$ cat config.mk
export PLATFORM = sky130hd
export DESIGN_NAME = l2edc_regs
export DESIGN_NICKNAME = d
export VERILOG_FILES = /design/src/hw/l2edc_pkg.sv /design/src/hw/l2edc_mode_ctrl.sv /design/src/hw/l2edc_fault_rec.sv /design/src/hw/l2edc_regs.sv
export SDC_FILE = /design/constraint.sdc
export NUM_CORES = 1
export LEC_CHECK = 0
export ABC_CLOCK_PERIOD_IN_PS = 5850
export BUFFER_PORTS_ARGS = -buffer_cell sky130_fd_sc_hd__buf_2
export CAP_MARGIN = 20
export CORE_MARGIN = 5
export CORE_UTILIZATION = 53
export CTS_BUF_LIST = sky130_fd_sc_hd__clkbuf_8
export CTS_CLUSTER_SIZE = 12
export DETAILED_ROUTE_END_ITERATION = 16
export PLACE_DENSITY = 0.86
export SETUP_SLACK_MARGIN = 0.3
export SLEW_MARGIN = 15
export SYNTH_ARGS = -nofsm -noshare
export SYNTH_HDL_FRONTEND = slang
export SYNTH_HIERARCHICAL = 1
export SYNTH_SLANG_ARGS = --single-unit
$ cat constraint.sdc
create_clock -name mclk_in -period 5.85 [get_ports mclk_in]
set_input_delay 1.17 -clock mclk_in [delete_from_list [all_inputs] [get_ports mclk_in]]
set_output_delay 1.17 -clock mclk_in [all_outputs]
set_load 0.02 [all_outputs]
$ cat src/hw/l2edc_pkg.sv
// Constants and types for the level-2 EDC status and command register block.
// Assumes one 32-bit memory-mapped register port on the memory subsystem clock.
package l2edc_pkg;
  // ------------------------------------------------------------------
  // Register addresses
  // ------------------------------------------------------------------
  localparam logic [31:0] L2EDC_STATUS_ADDR = 32'h0184_6004; // Status, read only
  localparam logic [31:0] L2EDC_CMD_ADDR    = 32'h0184_6008; // Command, write only
  localparam logic [31:0] L2EDC_LOC_ADDR    = 32'h0184_600C; // Fault location, read only
  localparam logic [31:0] L2EDC_ZERO_WORD   = 32'h0000_0000; // Reserved and unmapped answer

  // ------------------------------------------------------------------
  // Field positions (status and command share bits 6..0)
  // ------------------------------------------------------------------
  localparam int STAT_INDEX_LSB = 16;
  localparam int STAT_CLASS_LSB = 8;
  localparam int BIT_DMA        = 6;
  localparam int BIT_PROG       = 5;
  localparam int BIT_DATA       = 4;
  localparam int BIT_PAUSE      = 3;
  localparam int BIT_OFF        = 2;
  localparam int BIT_ON         = 0;
  localparam int LOC_ADDR_LSB   = 5;
  localparam int LOC_WAY_LSB    = 3;
  localparam int LOC_RAM_BIT    = 0;
  localparam int LOC_ADDR_W     = 27;
  localparam int WAY_W          = 2;
  localparam int INDEX_W        = 8;
  localparam int CLASS_W        = 2;

  // ------------------------------------------------------------------
  // Fault flag vector layout {dma, prog, data}
  // ------------------------------------------------------------------
  localparam int FLAG_DMA  = 2;
  localparam int FLAG_PROG = 1;
  localparam int FLAG_DATA = 0;

  // ------------------------------------------------------------------
  // Fault class codes and zero values
  // ------------------------------------------------------------------
  localparam logic [1:0]  CLASS_SINGLE  = 2'h0; // Correctable data bit
  localparam logic [1:0]  CLASS_DOUBLE  = 2'h1; // Not correctable
  localparam logic [1:0]  CLASS_RSVD    = 2'h2; // Never recorded
  localparam logic [1:0]  CLASS_PARITY  = 2'h3; // Parity bits only, data good
  localparam logic [7:0]  INDEX_ZERO    = 8'h00;
  localparam logic [1:0]  WAY_ZERO      = 2'h0;
  localparam logic [1:0]  LOC_RSV_ZERO  = 2'h0;
  localparam logic [2:0]  FLAGS_ZERO    = 3'h0;

  // ------------------------------------------------------------------
  // Types
  // ------------------------------------------------------------------
  typedef enum logic [1:0] {MODE_OFF, MODE_ON, MODE_PAUSED} l2edc_mode_t;
  typedef enum logic [1:0] {SRC_DMA, SRC_PROG, SRC_DATA} l2edc_src_t;
  localparam l2edc_mode_t L2EDC_RESET_MODE = MODE_OFF;
endpackage : l2edc_pkg

$ cat src/hw/l2edc_mode_ctrl.sv
// Checking mode state: enabled, disabled or suspended.
// Assumes command bits arrive with a one-cycle write strobe on mclk_in.
`timescale 1ns/1ps
`default_nettype none
module l2edc_mode_ctrl (
  input  wire logic mclk_in,   // Memory subsystem clock
  input  wire logic srst_in,   // Synchronous reset, high
  input  wire logic cmd_wr_in, // Command register written
  input  wire logic pause_in,  // Suspend bit of the write
  input  wire logic off_in,    // Disable bit of the write
  input  wire logic on_in,     // Enable bit of the write
  output logic      paused_out,
  output logic      off_out,
  output logic      on_out
);
  import l2edc_pkg::*;

  l2edc_mode_t state_reg;  // Current mode
  l2edc_mode_t state_next; // Mode after this cycle

  // ------------------------------------------------------------------
  // Next mode; only bits written as 1 act
  // ------------------------------------------------------------------
  always_comb begin
    state_next = state_reg;
    if (cmd_wr_in) begin
      case ({pause_in, off_in, on_in})
        3'h0:    state_next = state_reg;   // All zero: no effect
        3'h4:    state_next = MODE_PAUSED;
        3'h2:    state_next = MODE_OFF;
        3'h1:    state_next = MODE_ON;
        default: state_next = MODE_OFF;    // Conflicting bits act as disable
      endcase
    end
  end

  // One-hot flags are flops so the status bits never glitch
  always_ff @(posedge mclk_in) begin
    if (srst_in) begin
      state_reg  <= L2EDC_RESET_MODE;
      paused_out <= 1'b0;
      off_out    <= 1'b1;
      on_out     <= 1'b0;
    end else begin
      state_reg  <= state_next;
      paused_out <= (state_next == MODE_PAUSED);
      off_out    <= (state_next == MODE_OFF);
      on_out     <= (state_next == MODE_ON);
    end
  end

  multi_cmd_off_a : assert property (@(posedge mclk_in) disable iff (srst_in)
    (cmd_wr_in && (32'(pause_in) + 32'(off_in) + 32'(on_in) > 1)) |=> (off_out && !on_out))
    else $error("conflicting mode write did not disable");
  one_hot_mode_a : assert property (@(posedge mclk_in) disable iff (srst_in)
    $onehot({paused_out, off_out, on_out}))
    else $error("mode flags not one-hot");
endmodule : l2edc_mode_ctrl
`default_nettype wire

$ cat src/hw/l2edc_fault_rec.sv
// Fault record: flags, class, flipped bit index and location word.
// Assumes the access pipeline reports at most one fault per cycle.
`timescale 1ns/1ps
`default_nettype none
module l2edc_fault_rec (
  input  wire logic                  mclk_in,
  input  wire logic                  srst_in,
  input  wire logic                  accept_in,  // Checking enabled
  input  wire logic                  fault_in,   // One-cycle fault report
  input  wire l2edc_pkg::l2edc_src_t src_in,     // Access kind
  input  wire logic [1:0]            class_in,   // Fault class code
  input  wire logic [7:0]            index_in,   // Flipped bit position
  input  wire logic [26:0]           addr_in,    // Aligned address bits 31..5
  input  wire logic [1:0]            way_in,     // Cache way
  input  wire logic                  ram_in,     // Fault lies in RAM
  input  wire logic [2:0]            clear_in,   // Clear pulses {dma,prog,data}
  output logic      [2:0]            flags_out,
  output logic      [1:0]            class_out,
  output logic      [7:0]            index_out,
  output logic      [31:0]           loc_out
);
  import l2edc_pkg::*;

  logic [2:0] flags_kept; // Flags surviving this cycle's clears
  logic [2:0] src_bit;    // One-hot flag of the reported access
  logic       override;   // Uncorrectable replaces a correctable record
  logic       capture;    // Record is taken this cycle
  logic [1:0] class_eff;  // Class with reserved code mapped away

  // ------------------------------------------------------------------
  // Capture decision; a fault in a clear cycle wins over the clear
  // ------------------------------------------------------------------
  always_comb begin
    flags_kept = flags_out & ~clear_in;
    src_bit    = FLAGS_ZERO;
    case (src_in)
      SRC_DMA:  src_bit[FLAG_DMA]  = 1'b1;
      SRC_PROG: src_bit[FLAG_PROG] = 1'b1;
      SRC_DATA: src_bit[FLAG_DATA] = 1'b1;
      default:  src_bit = FLAGS_ZERO;
    endcase
    class_eff = (class_in == CLASS_RSVD) ? CLASS_DOUBLE : class_in;
    override  = (|flags_kept) && (class_eff == CLASS_DOUBLE) && (class_out != CLASS_DOUBLE);
    capture   = accept_in && fault_in && (!(|flags_kept) || override);
  end

  // Flags: only one record stands at a time
  always_ff @(posedge mclk_in) begin
    if (srst_in) flags_out <= FLAGS_ZERO;
    else if (capture) flags_out <= src_bit;
    else flags_out <= flags_kept;
  end

  // Class and bit index; index means something only for one flipped data bit
  always_ff @(posedge mclk_in) begin
    if (srst_in) begin
      class_out <= CLASS_SINGLE;
      index_out <= INDEX_ZERO;
    end else if (capture) begin
      class_out <= class_eff;
      index_out <= (class_eff == CLASS_SINGLE) ? index_in : INDEX_ZERO;
    end
  end

  // Location word; any clear zeroes it unless a new fault lands
  always_ff @(posedge mclk_in) begin
    if (srst_in) loc_out <= L2EDC_ZERO_WORD;
    else if (capture) loc_out <= {addr_in, (ram_in ? WAY_ZERO : way_in),
                                  LOC_RSV_ZERO, ram_in};
    else if (|clear_in) loc_out <= L2EDC_ZERO_WORD;
  end

  ram_way_zero_a : assert property (@(posedge mclk_in) disable iff (srst_in)
    loc_out[LOC_RAM_BIT] |-> (loc_out[LOC_WAY_LSB +: WAY_W] == WAY_ZERO))
    else $error("way field nonzero for RAM fault");
  hold_record_a : assert property (@(posedge mclk_in) disable iff (srst_in)
    ((|flags_out) && clear_in == FLAGS_ZERO && class_out == CLASS_DOUBLE) |=> $stable(loc_out))
    else $error("recorded fault overwritten before clear");
  clear_zero_loc_a : assert property (@(posedge mclk_in) disable iff (srst_in)
    ((|clear_in) && !fault_in) |=> (loc_out == L2EDC_ZERO_WORD && !(|(flags_out & $past(clear_in)))))
    else $error("clear left location or flag set");
  index_single_a : assert property (@(posedge mclk_in) disable iff (srst_in)
    capture |=> (class_out != CLASS_SINGLE || index_out == $past(index_in)))
    else $error("flipped bit index not loaded");
endmodule : l2edc_fault_rec
`default_nettype wire

$ cat src/hw/l2edc_regs.sv
// Level-2 EDC status, command and fault-location registers.
// Assumes the register port and the fault report come from logic on mclk_in,
// so no input is synchronised. Read data answers one cycle after the strobe.
`timescale 1ns/1ps
`default_nettype none

// Behaviour
// - single-bit fault loads flipped bit index
// - class codes 01 double, 11 parity-only
// - status bit 6 flags DMA read fault
// - status bit 5 flags program fetch fault
// - status bit 4 flags data access fault
// - status bit 3 shows suspended mode
// - status bit 2 shows disabled mode
// - status bit 0 shows enabled mode
// - command bit 6 clears DMA flag, location
// - command bit 5 clears program flag, location
// - command bit 4 clears data flag, location
// - command bit 3 enters suspended mode
// - command bit 2 enters disabled mode
// - command bit 0 enters enabled mode
// - several clear bits act together
// - conflicting mode bits act as disable
// - location bits 31..5 hold aligned address
// - way field holds failing cache way
// - location bit 0 marks RAM fault
// - RAM fault forces way field zero
// - suspended mode neither checks nor records
// - record held until software clears it or a double fault replaces a single or parity one
module l2edc_regs (
  input  wire logic                  mclk_in,             // 20 MHz subsystem clock
  input  wire logic                  srst_in,             // Synchronous reset, high
  // Register port
  input  wire logic [31:0]           reg_addr_in,         // Byte address
  input  wire logic                  reg_wr_in,           // Write strobe
  input  wire logic [31:0]           reg_wdata_in,        // Write data
  input  wire logic                  reg_rd_in,           // Read strobe
  output logic      [31:0]           reg_rdata_out,       // Read data
  output logic                       reg_rvalid_out,      // Read data valid
  // Fault report from the access pipeline
  input  wire logic                  fault_valid_in,      // One-cycle report
  input  wire l2edc_pkg::l2edc_src_t fault_src_in,        // Access kind
  input  wire logic [1:0]            fault_class_in,      // Class code
  input  wire logic [7:0]            flipped_bit_index_in, // Bit in 256-bit word
  input  wire logic [26:0]           fault_addr_in,       // Address bits 31..5
  input  wire logic [1:0]            cache_way_index_in,  // Failing way
  input  wire logic                  fault_in_ram_in,     // RAM, not cache
  // Mode and fault state toward the pipeline
  output logic                       edc_enabled_out,     // Check and generate
  output logic                       edc_paused_out,      // Suspended
  output logic                       edc_turned_off_out,  // Disabled
  output logic      [2:0]            fault_flags_out      // {dma, prog, data}
);
  import l2edc_pkg::*;

  // ------------------------------------------------------------------
  // Address decode
  // ------------------------------------------------------------------
  logic        cmd_write;    // Write aimed at the command register
  logic [2:0]  clear_pulse;  // Fault clear pulses {dma, prog, data}
  logic        fault_accept; // Recording allowed this cycle

  // Only the command register takes writes; the others are read only
  assign cmd_write = reg_wr_in && (reg_addr_in == L2EDC_CMD_ADDR);

  // Clear bits are one-shot: a zero leaves the flag alone
  assign clear_pulse = cmd_write ? {reg_wdata_in[BIT_DMA],
                                    reg_wdata_in[BIT_PROG],
                                    reg_wdata_in[BIT_DATA]}
                                 : FLAGS_ZERO;

  // ------------------------------------------------------------------
  // Mode control
  // ------------------------------------------------------------------
  l2edc_mode_ctrl u_mode (
    .mclk_in    (mclk_in),
    .srst_in    (srst_in),
    .cmd_wr_in  (cmd_write),
    .pause_in   (reg_wdata_in[BIT_PAUSE]),
    .off_in     (reg_wdata_in[BIT_OFF]),
    .on_in      (reg_wdata_in[BIT_ON]),
    .paused_out (edc_paused_out),
    .off_out    (edc_turned_off_out),
    .on_out     (edc_enabled_out)
  );

  // Faults only count while checking runs; suspended and disabled both
  // ignore reports, so the pipeline may leave its check logic idle then.
  assign fault_accept = edc_enabled_out;

  // ------------------------------------------------------------------
  // Fault record
  // ------------------------------------------------------------------
  logic [1:0]  rec_class; // Recorded class
  logic [7:0]  rec_index; // Recorded flipped bit
  logic [31:0] rec_loc;   // Location register image

  l2edc_fault_rec u_rec (
    .mclk_in   (mclk_in),
    .srst_in   (srst_in),
    .accept_in (fault_accept),
    .fault_in  (fault_valid_in),
    .src_in    (fault_src_in),
    .class_in  (fault_class_in),
    .index_in  (flipped_bit_index_in),
    .addr_in   (fault_addr_in),
    .way_in    (cache_way_index_in),
    .ram_in    (fault_in_ram_in),
    .clear_in  (clear_pulse),
    .flags_out (fault_flags_out),
    .class_out (rec_class),
    .index_out (rec_index),
    .loc_out   (rec_loc)
  );

  // ------------------------------------------------------------------
  // Status word
  // ------------------------------------------------------------------
  logic [31:0] status_word; // Assembled status image

  // Start from zero so every reserved bit reads as zero
  always_comb begin
    status_word = L2EDC_ZERO_WORD;
    status_word[STAT_INDEX_LSB +: INDEX_W] = rec_index;
    status_word[STAT_CLASS_LSB +: CLASS_W] = rec_class;
    status_word[BIT_DMA]   = fault_flags_out[FLAG_DMA];
    status_word[BIT_PROG]  = fault_flags_out[FLAG_PROG];
    status_word[BIT_DATA]  = fault_flags_out[FLAG_DATA];
    status_word[BIT_PAUSE] = edc_paused_out;
    status_word[BIT_OFF]   = edc_turned_off_out;
    status_word[BIT_ON]    = edc_enabled_out;
  end

  // ------------------------------------------------------------------
  // Read path
  // ------------------------------------------------------------------
  // Registered read: data shows the state before any same-cycle write,
  // which keeps the answer free of a combinational path from the port.
  always_ff @(posedge mclk_in) begin
    if (srst_in) begin
      reg_rdata_out <= L2EDC_ZERO_WORD;
    end else if (reg_rd_in) begin
      case (reg_addr_in)
        L2EDC_STATUS_ADDR: reg_rdata_out <= status_word;
        L2EDC_LOC_ADDR:    reg_rdata_out <= rec_loc;
        L2EDC_CMD_ADDR:    reg_rdata_out <= L2EDC_ZERO_WORD;  // Write only
        default:           reg_rdata_out <= L2EDC_ZERO_WORD;  // Unmapped
      endcase
    end
  end

  // Every read strobe is answered, mapped or not, so software never hangs
  always_ff @(posedge mclk_in) begin
    if (srst_in) reg_rvalid_out <= 1'b0;
    else reg_rvalid_out <= reg_rd_in;
  end

  // ------------------------------------------------------------------
  // Checks
  // ------------------------------------------------------------------
  // Status read returns the mode held in the cycle of the strobe
  status_mode_a : assert property (@(posedge mclk_in) disable iff (srst_in)
    (reg_rd_in && reg_addr_in == L2EDC_STATUS_ADDR) |=>
      (reg_rdata_out[BIT_OFF] == $past(edc_turned_off_out) &&
       reg_rdata_out[BIT_ON] == $past(edc_enabled_out) &&
       reg_rdata_out[BIT_PAUSE] == $past(edc_paused_out)))
    else $error("status mode bits differ from mode");

  // Reserved status bits stay zero on every status read
  status_rsvd_a : assert property (@(posedge mclk_in) disable iff (srst_in)
    (reg_rd_in && reg_addr_in == L2EDC_STATUS_ADDR) |=>
      (reg_rdata_out[31:24] == 8'h00 && reg_rdata_out[15:10] == 6'h00 &&
       !reg_rdata_out[7] && !reg_rdata_out[1]))
    else $error("reserved status bit set");

  // Suspended or disabled: a fault report raises no flag
  paused_ignore_a : assert property (@(posedge mclk_in) disable iff (srst_in)
    (fault_valid_in && !edc_enabled_out) |=>
      ((fault_flags_out & ~$past(fault_flags_out)) == FLAGS_ZERO))
    else $error("fault recorded while not enabled");

  // A write of all zeros to the command register changes nothing
  zero_cmd_write_a : assert property (@(posedge mclk_in) disable iff (srst_in)
    (cmd_write && reg_wdata_in == L2EDC_ZERO_WORD && !fault_valid_in) |=>
      ($stable(edc_enabled_out) && $stable(edc_paused_out) && $stable(fault_flags_out)))
    else $error("zero command write had an effect");

  // Single enable write reaches the enabled mode one cycle later
  enable_cmd_a : assert property (@(posedge mclk_in) disable iff (srst_in)
    (cmd_write && reg_wdata_in[BIT_ON] && !reg_wdata_in[BIT_OFF] && !reg_wdata_in[BIT_PAUSE])
      |=> edc_enabled_out)
    else $error("enable command not taken");

  // Single suspend write reaches the suspended mode one cycle later
  pause_cmd_a : assert property (@(posedge mclk_in) disable iff (srst_in)
    (cmd_write && reg_wdata_in[BIT_PAUSE] && !reg_wdata_in[BIT_OFF] && !reg_wdata_in[BIT_ON])
      |=> (edc_paused_out && !edc_enabled_out))
    else $error("suspend command not taken");

  // An accepted DMA fault on an idle record shows the DMA flag next cycle
  fault_flag_set_a : assert property (@(posedge mclk_in) disable iff (srst_in)
    (fault_valid_in && edc_enabled_out && fault_flags_out == FLAGS_ZERO &&
     fault_src_in == SRC_DMA) |=> fault_flags_out[FLAG_DMA])
    else $error("DMA fault flag not set");

  // Writes to the read-only location register leave the location word untouched
  ro_write_a : assert property (@(posedge mclk_in) disable iff (srst_in)
    (reg_wr_in && reg_addr_in == L2EDC_LOC_ADDR && !fault_valid_in) |=> $stable(rec_loc))
    else $error("location register took a write");

  // Unmapped reads answer zero with valid one cycle later
  unmapped_read_a : assert property (@(posedge mclk_in) disable iff (srst_in)
    (reg_rd_in && reg_addr_in != L2EDC_STATUS_ADDR && reg_addr_in != L2EDC_LOC_ADDR) |=>
      (reg_rvalid_out && reg_rdata_out == L2EDC_ZERO_WORD))
    else $error("non-readable address returned data");
endmodule : l2edc_regs
`default_nettype wire

==> run summary, run 1 <==
WHS Path Cells - 2
die width - 91.5 um
Worst-path clk slew - 0.07 ns
H-tree depth - 3
post-synth top area share - 0.461
Root Buffer - clkbuf_8
asr flop ratio synth - 0
wire per inst - 18.2 um
slew at the pin closest to its max-slew limit - 0.995 ns
Post-CTS Hold Fix Bufs - 0
Worst path most repeated cell - o21ai_0
vias in the first global route - 3,353
most common cell in the netlist - dfxtp_1
Synth Cell Area - 3520 um^2
Hold WS - 0.461 ns
Worst slew margin - 0.331
Final ANT Viol Nets - 0
Critical Path RT - 6.12 ns
R2R setup slack - 3.85 ns
CP Max Fanout - 23
clock sink total - 81
CTS tree - built
largest reg by FF count - reg_rdata_out
total gr overflow - 0
core area - 6420 um^2
P&R area growth vs syn - 22.5%
Fin Setup TNS - 0 ns
antenna violations before repair - 0
placed inst area - 4090 um^2
CTS Buffer Depth - 2
post-route cell area - 4310 um^2
hold crit path type - flip-flop to flip-flop
Post-Place Cells - 539
initial core utilization - 0.548
first-pass GRT wire length - 16,100 um
IO Pins - 150
DR vias/cell - 5.86
Synth top cells by count - dfxtp_1, o21ai_0, nand2_1, nor2b_1, a32o_1
post-cts resize count - 0
CP startpoint - reg_addr_in[26]
PortBufs - 123
total via count in the routed design - 3,253
Max stage delay on crit path - 0.79 ns
area leader, netlist - dfxtp_1
Final min period - 3.40 ns
final setup fails - 0
Crit Path Category - input pin to flip-flop
worst r2r src - u_rec/flags_out[2]
number of synthesized flops with an enable pin - 0
share of cells above drive strength 1 - 0.379
Reg-to-Reg End - u_rec/loc_out[14]
placer congestion estimate - 0.832
Final Max Tran Viols - 0
max FFs per register - 32
die area - 8370 um^2
top_reg_cell synth - dfxtp_1
Die Height - 91.5 um
biggest regs - reg_rdata_out: 32 flops, u_rec/loc_out: 30 flops, u_rec/index_out: 8 flops
hold path endpoint - u_rec/loc_out[5]
Detailed Route Iter0 Violations - 172
post-place setup slack - 2.11 ns
R2R cell count - 5
Hold Fails Final Rpt - 0
Post-CTS Setup Bufs - 0
DRC viols - 0
RSZ-0062 raised after global routing - false
Final HPWL DP - 6920 um
CP Cell Sequence - buf_2, nor4_2, nand4_1, nor2_4, and3_1, nor2b_1, nor4_4, buf_4, o21ai_0, o21ai_0
synth top area cells - dfxtp_1, o21ai_0, a32o_1, nor2b_1, mux2_2
CP max stage cell - nor4_4
Warnings, synthesis - 6
worst vdd ir - 0.186 mV
outcome - finished, final reports clean
register area share after synthesis - 0.461
syn_area_per_cell - 9.57 um^2
Worst Setup Start Kind - input pin
worst setup margin - 2.45 ns
fmax - 294 MHz
synthesized flop and latch total - 81
CTS Buf Count - 9
pin count of the biggest net entering global routing - 49
clk_lat worst skew - 0.36 ns
CP arrival - 3.67 ns
Synth Instances - 368
Pleak - 0.00187 uW
period utilization - 0.582
clk_skew - 0.0121 ns
Max-Cap Viols - 0
total wire length - 10,100 um
Yosys cell types - 41
n_diodes - 0
hold_sp - u_rec/loc_out[5]
NumNets Final - 586
DRT Pass-1 Iters - 4
gr usage total - 0.240
Std-Cell Rows - 29
PD cells - 251 nW/um^2
Setup crit end kind - flip-flop
Layout Cells excl Fill - 555
# fillers - 529
-- area by class of cell --
cell class | instances | area (um^2) | area share
clock buffer | 10 | 138 | 0.0319
clock inverter | 6 | 90.1 | 0.0209
inverter | 2 | 7.51 | 0.00174
multi-input combinational | 251 | 1710 | 0.396
sequential | 81 | 1620 | 0.376
tap | 77 | 96.3 | 0.0223
timing repair buffer | 128 | 653 | 0.151
-- power by group --
part / internal (uW) / total, uW / switching [uW]
logic: 32.1 / 67.2 / 35.1
registers: 551 / 551 / 0.0770
clock network: 253 / 464 / 211
total: 837 / 1080 / 246
-- layout by cell type, fill, tap and decap left out, types with 2 or more instances in the layout --
master     instances
conb_1             2
nand4_1            3
a32o_1            22
and3_1             4
buf_2            123
clkbuf_8          10
nor2_1             3
o21a_1             4
dfxtp_1           81
ha_1               2
nor4_1             2
mux2i_1            2
a32o_2            10
nor4b_2            3
buf_4              5
nand2_1           35
o211ai_1           8
nor4_2             2
nand3_1            9
nor3_2             2
nor2b_1           34
mux2_2            16
a21oi_1           13
nor3_1             2
bufinv_16          2
inv_1              2
o21ai_0           58
-- how the worst max path moves through the flow --
| stage | endpoint |
|---|---|
| final | u_rec/loc_out[14] |
| after global routing | u_rec/loc_out[22] |
| after CTS | u_rec/loc_out[14] |
| after detailed placement | u_rec/loc_out[30] |
| after global placement | u_rec/loc_out[11] |
| after floorplan | u_rec/loc_out[4] |
-- per-stage QoR --
stage | power [uW] | util
after floorplan | 593 | -
after global placement | 629 | 0.636
after detailed placement | 631 | 0.636
after CTS | 1090 | 0.672
after global routing | 1120 | 0.672
final | 1080 | 0.672
-- worst max-delay path: cells and delay by family --
family          cells  cell delay [ns]
compound gates      2             0.23
buf+inv             2             0.49
simple gates        6             1.75
-- cells by family (layout without fill, tap and decap cells) --
| kind of cell | count (synthesis) | count (layout) | synth area share |
|---|---|---|---|
| buffers and inverters | 37 | 146 | 0.0604 |
| adder cells (fa/ha/maj) | 2 | 2 | 0.00711 |
| AND/OR/NAND/NOR | 111 | 111 | 0.187 |
| AO/OA/AOI/OAI | 118 | 118 | 0.227 |
| flip-flops | 81 | 81 | 0.461 |
| other | 1 | 2 | 0.00107 |
| multiplexers | 18 | 18 | 0.0569 |
-- per-layer routing --
layer	track usage	share of wire
met1	0.275	0.39
met4	0.101	0.025
met3	0.0603	0.081
met2	0.424	0.50
met5	0	0
Note: power is estimated with default switching activity, not from simulation.
==> inputs of run 2 (changes only) <==
--- a/config.mk
+++ b/config.mk
@@ -5,15 +5,15 @@
 export SDC_FILE = /design/constraint.sdc
 export NUM_CORES = 1
 export LEC_CHECK = 0
-export ABC_CLOCK_PERIOD_IN_PS = 5850
+export ABC_CLOCK_PERIOD_IN_PS = 3100
 export BUFFER_PORTS_ARGS = -buffer_cell sky130_fd_sc_hd__buf_2
 export CAP_MARGIN = 20
 export CORE_MARGIN = 5
-export CORE_UTILIZATION = 53
+export CORE_UTILIZATION = 45
 export CTS_BUF_LIST = sky130_fd_sc_hd__clkbuf_8
 export CTS_CLUSTER_SIZE = 12
 export DETAILED_ROUTE_END_ITERATION = 16
-export PLACE_DENSITY = 0.86
+export PLACE_DENSITY = 0.77
 export SETUP_SLACK_MARGIN = 0.3
 export SLEW_MARGIN = 15
 export SYNTH_ARGS = -nofsm -noshare
==> constraint.sdc (replaced) <==
create_clock -name mclk_in -period 3.1 [get_ports mclk_in]
set_input_delay 0.62 -clock mclk_in [delete_from_list [all_inputs] [get_ports mclk_in]]
set_output_delay 0.62 -clock mclk_in [all_outputs]
set_load 0.02 [all_outputs]
==> run summary, run 2 (synthesis gave the netlist of run 1 again) <==
Comb pwr share - 0.072 (+0.010)
PortBufs - 123 (unchanged)
Hold Fails Final Rpt - 0 (unchanged)
die width - 98.5 um (+7.6%)
H-tree depth - 3 (unchanged)
RSZ-0062 raised after global routing - false
Pleak - 0.00189 uW (+1.0%)
largest reg by FF count - reg_rdata_out
Final Util - 0.564 (-0.108)
CP Max Fanout - 9 (-61%)
Switch Pwr - 404 uW (+64%)
wire per inst - 16.5 um (-9.3%)
Reg-to-Reg End - u_rec/loc_out[4]
DR vias/cell - 5.53 (-5.7%)
Worst-path clk slew - 0.07 ns (about the same)
clock share of power - 0.350 (-0.079)
CP arrival - 2.78 ns (-0.89 ns)
total gr overflow - 0 (unchanged)
total wire length - 9670 um (-4.2%)
cell-internal power - 1400 uW (+67%)
Setup crit end - u_rec/index_out[4]
vias in the first global route - 3,279 (-2.2%)
post-route cell area - 4340 um^2 (+0.49%)
gr usage total - 0.197 (-0.0432)
Fin Setup TNS - 0 ns (unchanged)
Max-Cap Viols - 0 (unchanged)
core area - 7690 um^2 (+20%)
CTS Buffer Depth - 2 (unchanged)
antenna violations before repair - 0 (unchanged)
Die Height - 98.5 um (+7.6%)
first-pass GRT wire length - 15,400 um (-4.2%)
n_diodes - 0 (unchanged)
pin count of the biggest net entering global routing - 33 (-33%)
post-cts resize count - 0 (unchanged)
period utilization - 0.827
clock sink total - 81 (unchanged)
slew at the pin closest to its max-slew limit - 0.675 ns (-0.320 ns)
biggest regs - reg_rdata_out: 32 flops, u_rec/loc_out: 30 flops, u_rec/index_out: 8 flops
Final min period - 2.56 ns
Final ANT Viol Nets - 0 (unchanged)
CP startpoint - reg_addr_in[0]
Detailed Route Iter0 Violations - 142 (-17%)
CTS Buf Count - 9 (unchanged)
Post-CTS Hold Fix Bufs - 0 (unchanged)
PD cells - 415 nW/um^2 (+66%)
die area - 9690 um^2 (+16%)
IO Pins - 150 (unchanged)
total via count in the routed design - 3,240 (-0.40%)
Std-Cell Rows - 32 (+10%)
clk_skew - 0.00640 ns (-0.00570 ns)
DRT Pass-1 Iters - 5 (+1)
clk_lat worst skew - 0.34 ns (-0.02 ns)
Final HPWL DP - 6960 um (+0.59%)
R2R cell count - 4 (-1)
initial core utilization - 0.458 (-0.0902)
most common cell after layout, fill and taps aside - buf_2
DRC viols - 0 (unchanged)
power share of the sequential group - 0.578 (+0.069)
Worst Setup Start Kind - input pin
placer congestion estimate - 0.835 (+0.43%)
Final Max Tran Viols - 0 (unchanged)
share of cells above drive strength 1 - 0.382 (+0.00357)
placed inst area - 4190 um^2 (+2.4%)
Crit Path Category - input pin to flip-flop
CTS tree - built
Sw Share - 0.224 (-0.00303)
fmax - 390 MHz
final setup fails - 0 (unchanged)
P&R area growth vs syn - 23.1%
worst r2r src - u_rec/class_out[1]
post-place setup slack - 0.178 ns (-1.93 ns)
Root Buffer - clkbuf_8
worst setup margin - 0.535 ns (-1.91 ns)
Critical Path RT - 3.32 ns (-2.80 ns)
most frequent cells in the layout - buf_2, dfxtp_1, o21ai_0
worst vdd ir - 0.244 mV (+31%)
max FFs per register - 32 (unchanged)
Setup crit end kind - flip-flop
Worst slew margin - 0.549 (+0.218)
R2R setup slack - 1.30 ns (-2.55 ns)
Post-CTS Setup Bufs - 0 (unchanged)
hold crit path type - flip-flop to flip-flop
outcome - finished, final reports clean
NumNets Final - 595 (+1.5%)
[run 2: cell types whose count changed in the layout (fill, tap and decap cells not counted)]
| cell | delta |
|---|---|
| bufinv_16 | -2 |
| inv_6 | -1 |
| clkinvlp_4 | -1 |
| buf_4 | +9 |
| inv_1 | +2 |
| clkinv_4 | -1 |
[run 2: final cells by class]
type,instances,area (um^2)
fillers,754,3350
multi-input cells,251,1710
flip-flops and latches,81,1620
repair buffers,137,721
clock buffers,10,138
well taps,102,128
clock inverters,3,12.5
inverters,2,7.51
[run 2: how the worst min path moves through the flow]
stage               cells after the start         startpoint                 to
finish                                  2  u_rec/loc_out[26]  u_rec/loc_out[26]
global route                            1   reg_rdata_out[4]   reg_rdata_out[4]
CTS                                     2   u_rec/loc_out[3]   u_rec/loc_out[3]
detailed placement                      2   u_rec/loc_out[3]   u_rec/loc_out[3]
global placement                        2  u_rec/loc_out[26]  u_rec/loc_out[26]
floorplan                               2  u_rec/loc_out[26]  u_rec/loc_out[26]
[run 2: critical path, stage by stage]
cell     delay (ns)
buf_2          0.09
nor4_1         0.29
nand4_1        0.19
nor2_4         0.19
and3_1         0.22
nor2b_1        0.11
or4_1          0.65
buf_4          0.22
nand3_1        0.10
a21oi_1        0.10
[run 2: power groups by stage]
stage,sequential [uW],combinational [uW],clock (uW)
final,1040,131,630
after global routing,1040,143,691
after CTS,1040,131,642
after detailed placement,1060,130,0
after global placement,1060,127,0
after floorplan,1070,54.2,0
[run 2: metal layers]
layer,up-vias,part of all wire,global-route usage
met3,16,0.077,0.0538
met1,1525,0.41,0.245
met2,137,0.49,0.324
met5,-,0,0
met4,0,0.019,0.0777
li1,1562,-,-
[run 2: stage by stage]
stage	hold slack, ns	total power [uW]	instances
floorplan	0.429	1120	369
global placement	0.440	1190	573
detailed placement	0.447	1190	573
CTS	0.460	1810	586
global route	0.479	1870	586
finish	0.460	1800	586
==> inputs of run 3 (changes only) <==
--- a/config.mk
+++ b/config.mk
@@ -5,15 +5,16 @@
 export SDC_FILE = /design/constraint.sdc
 export NUM_CORES = 1
 export LEC_CHECK = 0
-export ABC_CLOCK_PERIOD_IN_PS = 3100
+export ABC_AREA = 1
+export ABC_CLOCK_PERIOD_IN_PS = 2600
 export BUFFER_PORTS_ARGS = -buffer_cell sky130_fd_sc_hd__buf_2
 export CAP_MARGIN = 20
 export CORE_MARGIN = 5
-export CORE_UTILIZATION = 45
+export CORE_UTILIZATION = 51
 export CTS_BUF_LIST = sky130_fd_sc_hd__clkbuf_8
 export CTS_CLUSTER_SIZE = 12
 export DETAILED_ROUTE_END_ITERATION = 16
-export PLACE_DENSITY = 0.77
+export PLACE_DENSITY = 0.8
 export SETUP_SLACK_MARGIN = 0.3
 export SLEW_MARGIN = 15
 export SYNTH_ARGS = -nofsm -noshare
==> constraint.sdc (replaced) <==
create_clock -name mclk_in -period 2.6 [get_ports mclk_in]
set_input_delay 0.52 -clock mclk_in [delete_from_list [all_inputs] [get_ports mclk_in]]
set_output_delay 0.52 -clock mclk_in [all_outputs]
set_load 0.02 [all_outputs]
==> run summary, run 3 <==
Synth Cell Area - 4020 um^2 (+14%)
synthesized flop and latch total - 81 (unchanged)
WHS Path Cells - 3 (+1)
GRT Max-Usage Layer - met2
RSZ-0062 raised after global routing - false
wire per inst - 13.6 um (-17%)
Pleak - 0.00223 uW (+18%)
placed inst area - 4610 um^2 (+10%)
total via count in the routed design - 3,800 (+17%)
Root Buffer - clkbuf_8
FF/Latch Area - 1620 um^2 (unchanged)
worst r2r src - u_mode/on_out
Yosys cell types - 28 (-32%)
core area - 7690 um^2 (unchanged)
max FFs per register - 32 (unchanged)
area leader, netlist - dfxtp_1
PortBufs - 123 (unchanged)
clk_skew - 0.0116 ns (+0.00522 ns)
DRC viols - 0 (unchanged)
first-pass GRT wire length - 16,600 um (+7.4%)
largest reg by FF count - reg_rdata_out
R2R cell count - 5 (+1)
DRT Pass-1 Iters - 6 (+1)
R2R setup slack - 1.08 ns (-0.22 ns)
Post-CTS Hold Fix Bufs - 0 (unchanged)
outcome - finished, final reports clean
Synth Instances - 536 (+46%)
most frequent cells in the layout - buf_2, nand3_1, dfxtp_1
Final min period - 2.04 ns
antenna violations before repair - 0 (unchanged)
CTS tree - built
Detailed Route Iter0 Violations - 197 (+39%)
total chip power - 2530 uW (+40%)
biggest regs - reg_rdata_out: 32 flops, u_rec/loc_out: 30 flops, u_rec/index_out: 8 flops
Warnings, synthesis - 6 (unchanged)
area of the multi-input gates - 1960 um^2 (+15%)
worst vdd ir - 0.289 mV (+18%)
n_diodes - 0 (unchanged)
most common cell after layout, fill and taps aside - buf_2
Fin Setup TNS - 0 ns (unchanged)
Final HPWL DP - 7260 um (+4.4%)
IO Pins - 150 (unchanged)
total wire length - 10,200 um (+5.5%)
number of synthesized flops with an enable pin - 0 (unchanged)
die area - 9760 um^2 (+0.67%)
P&R area growth vs syn - 21.1%
Hold WS - 0.420 ns (-0.0403 ns)
Top delay family on crit path - simple AND/OR/NAND/NOR gates
slew at the pin closest to its max-slew limit - 0.682 ns (+0.00722 ns)
pin count of the biggest net entering global routing - 45 (+36%)
synth top area cells - dfxtp_1, nand3_1, nand2_1, a21oi_2, inv_1
post-place setup slack - 0.0764 ns (-0.102 ns)
hold path endpoint - u_rec/loc_out[11]
period utilization - 0.786
top_reg_cell synth - dfxtp_1
Worst slew margin - 0.545 (-0.00396)
NumNets Final - 754 (+27%)
post-route cell area - 4870 um^2 (+12%)
Synth top cells by count - nand3_1, dfxtp_1, nand2_1, inv_1, nor2_1
gr usage total - 0.206 (+0.00887)
clk_lat worst skew - 0.35 ns (about the same)
Worst Setup Start Kind - input pin
# fillers - 704 (-6.6%)
Final ANT Viol Nets - 0 (unchanged)
Std-Cell Rows - 32 (unchanged)
Worst-path clk slew - 0.08 ns (about the same)
CP Max Fanout - 38 (+29)
Die Height - 98.8 um (+0.34%)
Setup crit end kind - flip-flop
hold_sp - fault_addr_in[6]
GRT met2 Usage - 0.338 (+0.0133)
met3 Track Usage GR - 0.0354 (-0.0184)
post-synth top area share - 0.403 (-0.0572)
DR vias/cell - 5.08 (-8.1%)
Max-Cap Viols - 0 (unchanged)
most common cell in the netlist - nand3_1
CTS Buf Count - 9 (unchanged)
CP arrival - 2.32 ns (-0.46 ns)
clock sink total - 81 (unchanged)
CP Cell Sequence - buf_2, inv_1, nand2_1, nor2_2, nand4_1, nor2_1, nand2_2, nor2_4, inv_1, nand2_1, nand3_2, nand2_4, buf_12, nand3b_1, a21oi_1
vias in the first global route - 3,739 (+14%)
Global Route met1 Usage - 0.263 (+0.0179)
PD cells - 519 nW/um^2 (+25%)
CP Buf/Inv Count - 4 (+2)
die width - 98.8 um (+0.34%)
H-tree depth - 3 (unchanged)
hold crit path type - input pin to flip-flop
fmax - 489 MHz
total gr overflow - 0 (unchanged)
CP max stage cell - buf_12
Hold Fails Final Rpt - 0 (unchanged)
Crit Path Category - input pin to flip-flop
register area share after synthesis - 0.403 (-0.0572)
Max stage delay on crit path - 0.23 ns (-0.42 ns)
CTS Buffer Depth - 2 (unchanged)
final setup fails - 0 (unchanged)
asr flop ratio synth - 0 (unchanged)
Final Max Tran Viols - 0 (unchanged)
Reg-to-Reg End - u_rec/loc_out[21]
Critical Path RT - 2.88 ns (-0.44 ns)
syn_area_per_cell - 7.50 um^2 (-22%)
initial core utilization - 0.523 (+0.0649)
placer congestion estimate - 0.803 (-3.8%)
share of cells above drive strength 1 - 0.345 (-0.0370)
worst setup margin - 0.556 ns (+0.0201 ns)
[run 3: changes by cell type after synthesis, sizes merged, moves of 8 or more]
cell,previous run,this run
a32o,32,0
buf,15,28
nand3,9,108
nor2,5,63
nor2b,34,0
clkbuf,20,11
nand3b,0,10
o211ai,8,0
nand2,36,86
mux2,16,0
inv,2,61
o21ai,59,23
a21oi,13,58
[run 3: logic make-up (layout without fill, tap and decap cells)]
| group | after synthesis | count (layout) | share of synthesized area |
|---|---|---|---|
| AO/OA/AOI/OAI | 81 | 81 | 0.130 |
| adder cells (fa/ha/maj) | 2 | 2 | 0.00622 |
| buffers and inverters | 100 | 209 | 0.120 |
| flip-flops | 81 | 81 | 0.403 |
| other | 1 | 2 | 0.000933 |
| AND/OR/NAND/NOR | 271 | 271 | 0.340 |
[run 3: what timing repair did]
item / 4_1_cts / 5_1_grt
resized for setup: 0 / 8
endpoints found under the setup margin: 0 / 43
setup buffers: 0 / 0
hold endpoints to repair: 0 / 0
[run 3: layout make-up]
class | instances | share of cell area
clock buffer | 10 | 0.0283
timing repair buffer | 132 | 0.146
multi-input combinational | 356 | 0.403
sequential | 81 | 0.333
tap | 102 | 0.0262
clock inverter | 6 | 0.0170
inverter | 61 | 0.0470
[run 3: worst max path at each step]
stage | from | cells after the start | to | slack, ns
floorplan | reg_addr_in[19] | 16 | u_rec/loc_out[10] | 0.41
global placement | reg_addr_in[8] | 15 | u_rec/flags_out[0] | 0.16
detailed placement | reg_addr_in[5] | 15 | u_rec/flags_out[2] | 0.08
CTS | reg_addr_in[5] | 15 | u_rec/flags_out[2] | 0.45
global route | reg_addr_in[5] | 15 | u_rec/index_out[2] | 0.32
finish | reg_addr_in[4] | 15 | u_rec/index_out[2] | 0.56
[run 3: worst reg2reg max path: stages (launching register included)]
cell and delay [ns]:
dfxtp_1 0.36, nand2_1 0.08, inv_2 0.34, buf_4 0.40
nand3_1 0.13, a21oi_1 0.15
[run 3: metrics by stage]
stage,instances,utilization
after floorplan,537,-
after global placement,732,0.600
after detailed placement,732,0.600
after CTS,748,0.629
after global routing,748,0.633
final,748,0.633
[run 3: report_power, final]
part / switching [uW] / internal, uW
Clock: 435 / 562
Sequential: 11.3 / 1260
Combinational: 151 / 103
[run 3: per-layer routing]
metal / part of all wire / vias up / wire (um)
li1: - / 1936 / -
met1: 0.42 / 1705 / 4320
met2: 0.49 / 139 / 5020
met3: 0.069 / 20 / 708
met4: 0.016 / 0 / 162
met5: 0 / - / 0
